[src/common/dtw_consts.svh]
`ifndef DTW_CONSTS_SVH
`define DTW_CONSTS_SVH

`define DTW_CLK_MHZ 100
// Standard-mode bus figures, in ns
`define DTW_T_LOW_NS 4700
`define DTW_T_HIGH_NS 4000
`define DTW_T_SU_STA_NS 4700
`define DTW_T_HD_STA_NS 4000
`define DTW_T_BUF_NS 4700
// Least times round up to whole clock cycles
`define DTW_LOW_CYC ((`DTW_T_LOW_NS * `DTW_CLK_MHZ + 999) / 1000)
`define DTW_HIGH_CYC ((`DTW_T_HIGH_NS * `DTW_CLK_MHZ + 999) / 1000)
`define DTW_SU_STA_CYC ((`DTW_T_SU_STA_NS * `DTW_CLK_MHZ + 999) / 1000)
`define DTW_HD_STA_CYC ((`DTW_T_HD_STA_NS * `DTW_CLK_MHZ + 999) / 1000)
`define DTW_BUF_CYC ((`DTW_T_BUF_NS * `DTW_CLK_MHZ + 999) / 1000)

`define DTW_ID_MEM 4'ha
`define DTW_ID_REG 4'hd
`define DTW_SLA_PAD 3'h0
`define DTW_AHI_PAD 3'h0
`define DTW_REG_PAD 4'h0
`define DTW_REG_ADDR_MAX 13'h000e
`define DTW_ACK_BIT 4'h8

`endif

[src/common/dtw_pkg.sv]
package dtw_pkg;

  typedef enum logic {DTW_MEM, DTW_REG} dtw_tgt_t;

  typedef enum logic [1:0] {DTW_WRITE, DTW_CUR_READ, DTW_SEL_READ} dtw_kind_t;

  // Count is data bytes minus one
  typedef struct packed {
    dtw_tgt_t tgt;
    dtw_kind_t kind;
    logic [12:0] addr;
    logic [7:0] count;
  } dtw_req_t;

endpackage : dtw_pkg

[src/design/dtw_sync.sv]
`timescale 1ns/1ps
module dtw_sync #(
  parameter logic RST_VAL = 1'b1
) (
  input wire logic clock_in,
  input wire logic rst_in,
  input wire logic async_in,
  output logic level_out
);

  logic s1_q;
  logic s2_q;
  logic s3_q;

  // Level moves only once the last two stages agree
  always_ff @(posedge clock_in) begin
    if (rst_in) begin
      s1_q <= RST_VAL;
      s2_q <= RST_VAL;
      s3_q <= RST_VAL;
      level_out <= RST_VAL;
    end else begin
      s1_q <= async_in;
      s2_q <= s1_q;
      s3_q <= s2_q;
      if (s2_q == s3_q) begin
        level_out <= s2_q;
      end
    end
  end

endmodule : dtw_sync

[src/design/dtw_master.sv]
`timescale 1ns/1ps
`include "dtw_consts.svh"
module dtw_master #(
  parameter int LOW_CYC = `DTW_LOW_CYC,
  parameter int HIGH_CYC = `DTW_HIGH_CYC,
  parameter int SU_STA_CYC = `DTW_SU_STA_CYC,
  parameter int HD_STA_CYC = `DTW_HD_STA_CYC,
  parameter int BUF_CYC = `DTW_BUF_CYC
) (
  input wire logic clock_in,
  input wire logic rst_in,
  input wire logic req_valid_in,
  input wire dtw_pkg::dtw_req_t req_in,
  input wire logic wdata_valid_in,
  input wire logic [7:0] wdata_in,
  input wire logic sda_in,
  output logic req_ready_out,
  output logic wdata_ready_out,
  output logic [7:0] rdata_out,
  output logic rdata_valid_out,
  output logic done_out,
  output logic nack_out,
  output logic scl_out,
  output logic sda_out,
  output logic sda_oe_out
);

  typedef enum logic [3:0] {
    ST_IDLE, ST_START_A, ST_START_B, ST_LOW, ST_HIGH,
    ST_WAIT, ST_RS_LOW, ST_STOP_A, ST_STOP_B, ST_STOP_C
  } dtw_st_t;

  typedef enum logic [2:0] {SQ_SLA, SQ_AHI, SQ_ALO, SQ_WDATA, SQ_RSLA, SQ_RDATA} dtw_seq_t;

  dtw_st_t st_q, st_d;
  dtw_seq_t seq_q, seq_d;
  dtw_pkg::dtw_req_t req_q, req_d;
  logic [7:0] shift_q, shift_d;
  logic [3:0] bit_q, bit_d;
  logic rx_q, rx_d;
  logic [7:0] remain_q, remain_d;
  logic [11:0] cnt_q, cnt_d;
  logic [7:0] rdata_q, rdata_d;
  logic rdv_q, rdv_d;
  logic take_q, take_d;
  logic done_q, done_d;
  logic nack_q, nack_d;
  logic ready_q;
  logic scl_q;
  logic sda_oe_q;
  logic sda_s;

  ////////////////////////////////////////////////////////////////////////////
  // Decoding

  function automatic logic [7:0] sla_byte(dtw_pkg::dtw_tgt_t t, logic rd);
    return {(t == dtw_pkg::DTW_REG) ? `DTW_ID_REG : `DTW_ID_MEM, `DTW_SLA_PAD, rd};
  endfunction : sla_byte

  function automatic logic [11:0] dur(dtw_st_t s);
    case (s)
      ST_LOW, ST_RS_LOW, ST_STOP_A: return 12'(LOW_CYC - 1);
      ST_HIGH, ST_STOP_B: return 12'(HIGH_CYC - 1);
      ST_START_A: return 12'(SU_STA_CYC - 1);
      ST_START_B: return 12'(HD_STA_CYC - 1);
      ST_STOP_C: return 12'(BUF_CYC - 1);
      default: return 12'h000;
    endcase
  endfunction : dur

  // Pull-down request for the data line
  function automatic logic sda_pull(dtw_st_t s, logic [7:0] sh, logic [3:0] b, logic r, logic l);
    if (s == ST_START_B || s == ST_STOP_A || s == ST_STOP_B) begin
      return 1'b1;
    end
    if (s == ST_LOW || s == ST_HIGH) begin
      return (b == `DTW_ACK_BIT) ? (r && !l) : (!r && !sh[7]);
    end
    return 1'b0;
  endfunction : sda_pull

  wire logic phase_end = (cnt_q == 12'h000);
  wire logic bit_end = (st_q == ST_HIGH) && phase_end;
  wire logic ack_slot = (bit_q == `DTW_ACK_BIT);
  wire logic last = (remain_q == 8'h00);
  wire logic take = req_valid_in && ready_q;
  wire logic req_bad = (req_in.tgt == dtw_pkg::DTW_REG) && (req_in.addr > `DTW_REG_ADDR_MAX);
  wire logic kind_cur = (req_q.kind == dtw_pkg::DTW_CUR_READ);
  wire logic kind_sel = (req_q.kind == dtw_pkg::DTW_SEL_READ);
  wire logic [7:0] ahi_byte = {`DTW_AHI_PAD, req_q.addr[12:8]};
  wire logic [7:0] alo_byte = (req_q.tgt == dtw_pkg::DTW_REG) ? {`DTW_REG_PAD, req_q.addr[3:0]} : req_q.addr[7:0];
  wire logic scl_d = (st_d == ST_IDLE) || (st_d == ST_START_A) || (st_d == ST_START_B) ||
                     (st_d == ST_HIGH) || (st_d == ST_STOP_B) || (st_d == ST_STOP_C);
  wire logic sda_oe_d = sda_pull(st_d, shift_d, bit_d, rx_d, remain_d == 8'h00);

  dtw_sync #(
    .RST_VAL(1'b1)
  ) u_sda_sync (
    .clock_in(clock_in),
    .rst_in(rst_in),
    .async_in(sda_in),
    .level_out(sda_s)
  );

  ////////////////////////////////////////////////////////////////////////////
  // Sequencing

  always_comb begin
    st_d = st_q;
    seq_d = seq_q;
    req_d = req_q;
    shift_d = shift_q;
    bit_d = bit_q;
    rx_d = rx_q;
    remain_d = remain_q;
    rdata_d = rdata_q;
    cnt_d = phase_end ? cnt_q : cnt_q - 12'h001;
    rdv_d = 1'b0;
    take_d = 1'b0;
    done_d = 1'b0;
    nack_d = 1'b0;
    case (st_q)
      ST_IDLE: begin
        if (take && req_bad) begin
          // Device would refuse it anyway; spare the bus
          nack_d = 1'b1;
        end else if (take) begin
          req_d = req_in;
          seq_d = SQ_SLA;
          shift_d = sla_byte(req_in.tgt, req_in.kind == dtw_pkg::DTW_CUR_READ);
          rx_d = 1'b0;
          bit_d = 4'h0;
          remain_d = req_in.count;
          st_d = ST_START_A;
        end
      end
      ST_START_A: if (phase_end) st_d = ST_START_B;
      ST_START_B: if (phase_end) st_d = ST_LOW;
      ST_LOW: if (phase_end) st_d = ST_HIGH;
      ST_HIGH: begin
        if (phase_end && !ack_slot) begin
          shift_d = {shift_q[6:0], sda_s};
          bit_d = bit_q + 4'h1;
          st_d = ST_LOW;
        end else if (phase_end) begin
          bit_d = 4'h0;
          st_d = ST_LOW;
          if (rx_q) begin
            rdv_d = 1'b1;
            rdata_d = shift_q;
            if (last) begin
              st_d = ST_STOP_A;
            end else begin
              remain_d = remain_q - 8'h01;
            end
          end else if (sda_s) begin
            nack_d = 1'b1;
            st_d = ST_STOP_A;
          end else begin
            case (seq_q)
              SQ_SLA: begin
                if (kind_cur) begin
                  seq_d = SQ_RDATA;
                  rx_d = 1'b1;
                end else if (req_q.tgt == dtw_pkg::DTW_MEM) begin
                  seq_d = SQ_AHI;
                  shift_d = ahi_byte;
                end else begin
                  seq_d = SQ_ALO;
                  shift_d = alo_byte;
                end
              end
              SQ_AHI: begin
                seq_d = SQ_ALO;
                shift_d = alo_byte;
              end
              SQ_ALO: begin
                if (kind_sel) begin
                  seq_d = SQ_RSLA;
                  shift_d = sla_byte(req_q.tgt, 1'b1);
                  st_d = ST_RS_LOW;
                end else begin
                  seq_d = SQ_WDATA;
                  st_d = ST_WAIT;
                end
              end
              SQ_WDATA: begin
                if (last) begin
                  st_d = ST_STOP_A;
                end else begin
                  remain_d = remain_q - 8'h01;
                  st_d = ST_WAIT;
                end
              end
              SQ_RSLA: begin
                seq_d = SQ_RDATA;
                rx_d = 1'b1;
              end
              default: st_d = ST_STOP_A;
            endcase
          end
        end
      end
      ST_WAIT: begin
        // Clock held low until the user has a byte
        if (wdata_valid_in) begin
          shift_d = wdata_in;
          take_d = 1'b1;
          st_d = ST_LOW;
        end
      end
      ST_RS_LOW: if (phase_end) st_d = ST_START_A;
      ST_STOP_A: if (phase_end) st_d = ST_STOP_B;
      ST_STOP_B: if (phase_end) st_d = ST_STOP_C;
      ST_STOP_C: begin
        if (phase_end) begin
          st_d = ST_IDLE;
          done_d = 1'b1;
        end
      end
      default: st_d = ST_IDLE;
    endcase
    if (st_d != st_q) begin
      cnt_d = dur(st_d);
    end
  end

  always_ff @(posedge clock_in) begin
    if (rst_in) begin
      st_q <= ST_IDLE;
      seq_q <= SQ_SLA;
      req_q <= '0;
      shift_q <= 8'h00;
      bit_q <= 4'h0;
      rx_q <= 1'b0;
      remain_q <= 8'h00;
      cnt_q <= 12'h000;
      rdata_q <= 8'h00;
      rdv_q <= 1'b0;
      take_q <= 1'b0;
      done_q <= 1'b0;
      nack_q <= 1'b0;
      ready_q <= 1'b1;
      scl_q <= 1'b1;
      sda_oe_q <= 1'b0;
    end else begin
      st_q <= st_d;
      seq_q <= seq_d;
      req_q <= req_d;
      shift_q <= shift_d;
      bit_q <= bit_d;
      rx_q <= rx_d;
      remain_q <= remain_d;
      cnt_q <= cnt_d;
      rdata_q <= rdata_d;
      rdv_q <= rdv_d;
      take_q <= take_d;
      done_q <= done_d;
      nack_q <= nack_d;
      ready_q <= (st_d == ST_IDLE);
      scl_q <= scl_d;
      sda_oe_q <= sda_oe_d;
    end
  end

  assign req_ready_out = ready_q;
  assign wdata_ready_out = take_q;
  assign rdata_out = rdata_q;
  assign rdata_valid_out = rdv_q;
  assign done_out = done_q;
  assign nack_out = nack_q;
  assign scl_out = scl_q;
  assign sda_out = 1'b0;
  assign sda_oe_out = sda_oe_q;
endmodule : dtw_master

[config.mk]
export PLATFORM = sky130hd
export DESIGN_NAME = dtw_master
export DESIGN_NICKNAME = d
export VERILOG_FILES = /design/src/common/dtw_pkg.sv /design/src/design/dtw_sync.sv /design/src/design/dtw_master.sv
export VERILOG_INCLUDE_DIRS = /design/src /design/src/common
export SDC_FILE = /design/constraint.sdc
export NUM_CORES = 1
export LEC_CHECK = 0
export BUFFER_PORTS_ARGS = -buffer_cell sky130_fd_sc_hd__buf_2
export CAP_MARGIN = 40
export CORE_MARGIN = 10
export CORE_UTILIZATION = 35
export CTS_BUF_LIST = sky130_fd_sc_hd__clkbuf_4 sky130_fd_sc_hd__clkbuf_8
export CTS_CLUSTER_DIAMETER = 200
export CTS_CLUSTER_SIZE = 28
export DETAILED_ROUTE_END_ITERATION = 16
export MAX_ROUTING_LAYER = met4
export PLACE_DENSITY = 0.65
export REMOVE_ABC_BUFFERS = 1
export SETUP_SLACK_MARGIN = 0.3
export SLEW_MARGIN = 25
export SYNTH_ARGS = -nofsm -noshare
export SYNTH_HDL_FRONTEND = slang
export SYNTH_SLANG_ARGS = --single-unit
[constraint.sdc]
create_clock -name clock_in -period 2.5 [get_ports clock_in]
set_input_delay 0 -clock clock_in [delete_from_list [all_inputs] [get_ports clock_in]]
set_output_delay 0 -clock clock_in [all_outputs]
set_load 0.005 [all_outputs]
==> out/qor.yml <==
run_status:
  outcome: "complete, but fails checks"
  violations: "setup timing"
sta:
  finalCriticalPeriod_ps: 2700
  timing.final.max_slew_violations: 0
  setup_viol: 10
  worst_slack_ps: -196
  tightestPinTransition_ps: 595
  holdWs_ps: 13.8
  rsz0062_at_grt: "yes"
  hold_viol_final: 0
  finalClockSkew_ps: 17.7
  slew_headroom_pct: 60.0
  timing.final.crit_share_pct: 108
  fmax_mhz: 371
final_layout:
  drive_above_1_share_pct: 36.5
  fin_nets: 776
  multi_input_comb_area_um2: 2940
  regArea_um2: 1510
  n_fill_cell: 1060
  syn_to_final_growth_pct: 53.2
  diodes: 0
detailed_routing:
  routed_wl_mm: 15.4
  drt_first_iter_violations: 413
  drc: 0
  vias_per_cell: 5.64
  drt-met1-wl_mm: 6.45
  dr_wl_met3_um: 990
  ant_nets: 0
  vias: 4995
  wl_met2_mm: 7.47
  top_layer: "met4"
  first_pass_iters: 5
  post_drt_wl_per_cell_um: 17.4
critical_path:
  cp-start-kind: "flop"
  cp.arrival_ps: 2960
  startpoint: "cnt_q[0]"
  required_ps: 2770
  crit_type: "reg2reg"
  worstPathMaxFanout: 5
  end_kind: "flop"
  rrSetupSlack_ps: -200
  r2r-start: "cnt_q[0]"
clock_tree:
  clkTransAtPathRegs_ps: 80
  cts_inserted_buffers: 9
  cts_sinks: 75
  h-tree-depth: 3
  cts_buffer_depth: 2
  cts_tree: "built"
  clock_latency_ps: 380
  cts_root_buf: "clkbuf_8"
pwr:
  total_power_mw: 5.42
  leakage_nw: 2.66
  vdd_ir_drop_max_mv: 0.507
  power_density_nw_per_um2: 836
die:
  initial_core_util_pct: 35.5
  core_area_um2: 11900
  die_area_um2: 16900
  ios: 53
  die_h_um: 130
  fp-row-count: 40
  die_w_um: 130
global_route:
  grtUsageTotal_pct: 17.7
  grt_pass1_vias: 4737
  grt_max_degree: 42
  grt-ovfl-total: 0
  grt_pass1_wl_mm: 23.3
  antenna_found_initial: 0
yosys:
  synth-edff-count: 0
  synth_area_leaders: "dfxtp_1 36%, nand2_1 7.6%, a21oi_1 6.2%"
  synth.largest_area_cell: "dfxtp_1"
  syn-cell-area_um2: 4230
  seq_area_frac_synth_pct: 35.5
  synth_cells: 556
  synth_top_area_share_pct: 35.5
  synthTopCellsByCount: "86 x nand2_1, 75 x dfxtp_1, 62 x nor2_1"
  ys.flop_type: "dfxtp_1"
  syn-mean-instance-area_um2: 7.61
  ys_warn_count: 0
  synth.distinct_cells: 75
  ys_ff_latch: 75
  async_reset_ff_share_pct: 0
  yosysMostFrequentCell: "nand2_1"
placed_design:
  io_buffers: 51
  hpwl_mm: 10.3
  place_congestion: 0.977
worst_hold_path:
  hold_path.class: "in2reg"
  worstHoldStart: "wdata_in[5]"
run:
  maxCapViolations: 0
==> sequential cells by signal, indices dropped and copies added (netlist names), 3 cells and up <==
register,flops
cnt_q,12
req_q,11
rdata_out,8
remain_q,8
shift_q,8
ahi_byte,5
bit_q,4
st_q,4
seq_q,3
==> critical path, stage by stage (launching register included) <==
cell	delay, ps
dfxtp_2	330
inv_2	70
ha_4	130
or4b_4	480
buf_6	160
nor3_4	220
buf_6	160
a2111oi_1	90
a41o_1	270
nor2_1	120
nand2_1	60
nor4bb_4	160
buf_4	130
or2_1	200
==> kinds of logic (layout without fill, tap and decap cells) <==
group | Yosys count | after routing | share of synthesized area [%]
other | 1 | 1 | 0.0887
flip-flops | 75 | 75 | 35.5
XOR/XNOR | 10 | 10 | 2.07
multiplexers | 7 | 7 | 1.69
adder cells (fa/ha/maj) | 5 | 5 | 1.48
AND/OR/NAND/NOR | 249 | 250 | 29.8
buffers and inverters | 53 | 235 | 4.88
AO/OA/AOI/OAI | 156 | 156 | 24.5
==> layout by cell type, fill, tap and decap left out, types with 5 or more instances in the layout <==
cell,n
or2_2,5
nor3_1,14
nor2_1,58
xnor2_1,6
nand4_1,7
a31oi_1,7
nor2b_1,8
buf_6,14
inv_1,16
a21oi_1,48
o21ai_0,11
clkbuf_8,9
buf_4,111
nor4_1,6
a22oi_1,11
dlygate4sd3_1,25
dfxtp_1,72
nand3_1,6
buf_2,51
o21ai_2,8
bufinv_16,5
o21ai_1,7
nand2_1,82
mux2i_1,5
nor4_2,5
==> metrics by stage <==
step	instances	worst slack, ps	TNS (ps)	cell area, um^2	util [%]
2_1_floorplan	521	-323	-2030	4090	-
3_3_place_gp	823	-338	-3300	5310	44.6
3_5_place_dp	823	-417	-4110	5310	44.6
4_1_cts	878	-155	-1130	6140	51.6
5_1_grt	886	-302	-2810	6480	54.4
6_report	886	-196	-1400	6480	54.4
==> path summary, 6_finish.rpt <==
| kind | cells past startpoint | endpoint |
|---|---|---|
| worst min register to register | 1 | u_sda_sync.s2_q |
| worst max-delay path | 13 | cnt_q[1] |
| worst min-delay path | 4 | shift_q[5] |
| worst max register to register | 13 | cnt_q[1] |
==> metal layers <==
metal,up-vias,GRT usage [%]
met5,-,-
li1,2368,-
met4,0,8.47
met1,2374,20.4
met2,208,29.1
met3,45,3.41
==> where the power goes <==
group	switching [mW]	internal [mW]
Sequential	0.0974	1.33
Combinational	1.34	1.28
Clock	0.507	0.865
Total	1.94	3.48
==> final cells by class <==
cell class              instances  area share (%)
inverters                      18            1.04
clock buffers                   9            1.91
well taps                     147            2.84
clock inverters                 7            2.53
repair buffers                201            23.1
multi-input cells             429            45.3
flip-flops and latches         75            23.2
==> repair_timing <==
item / 4_1_cts / 5_1_grt
endpoints found under the setup margin: 49 / 47
setup buffers: 14 / 7
pin swaps: 17 / 18
hold buffers: 25 / 0
resized for setup: 49 / 50
endpoints found under the hold margin: 25 / 0
gates cloned: 0 / 1
Note: power is estimated with default switching activity, not from simulation.
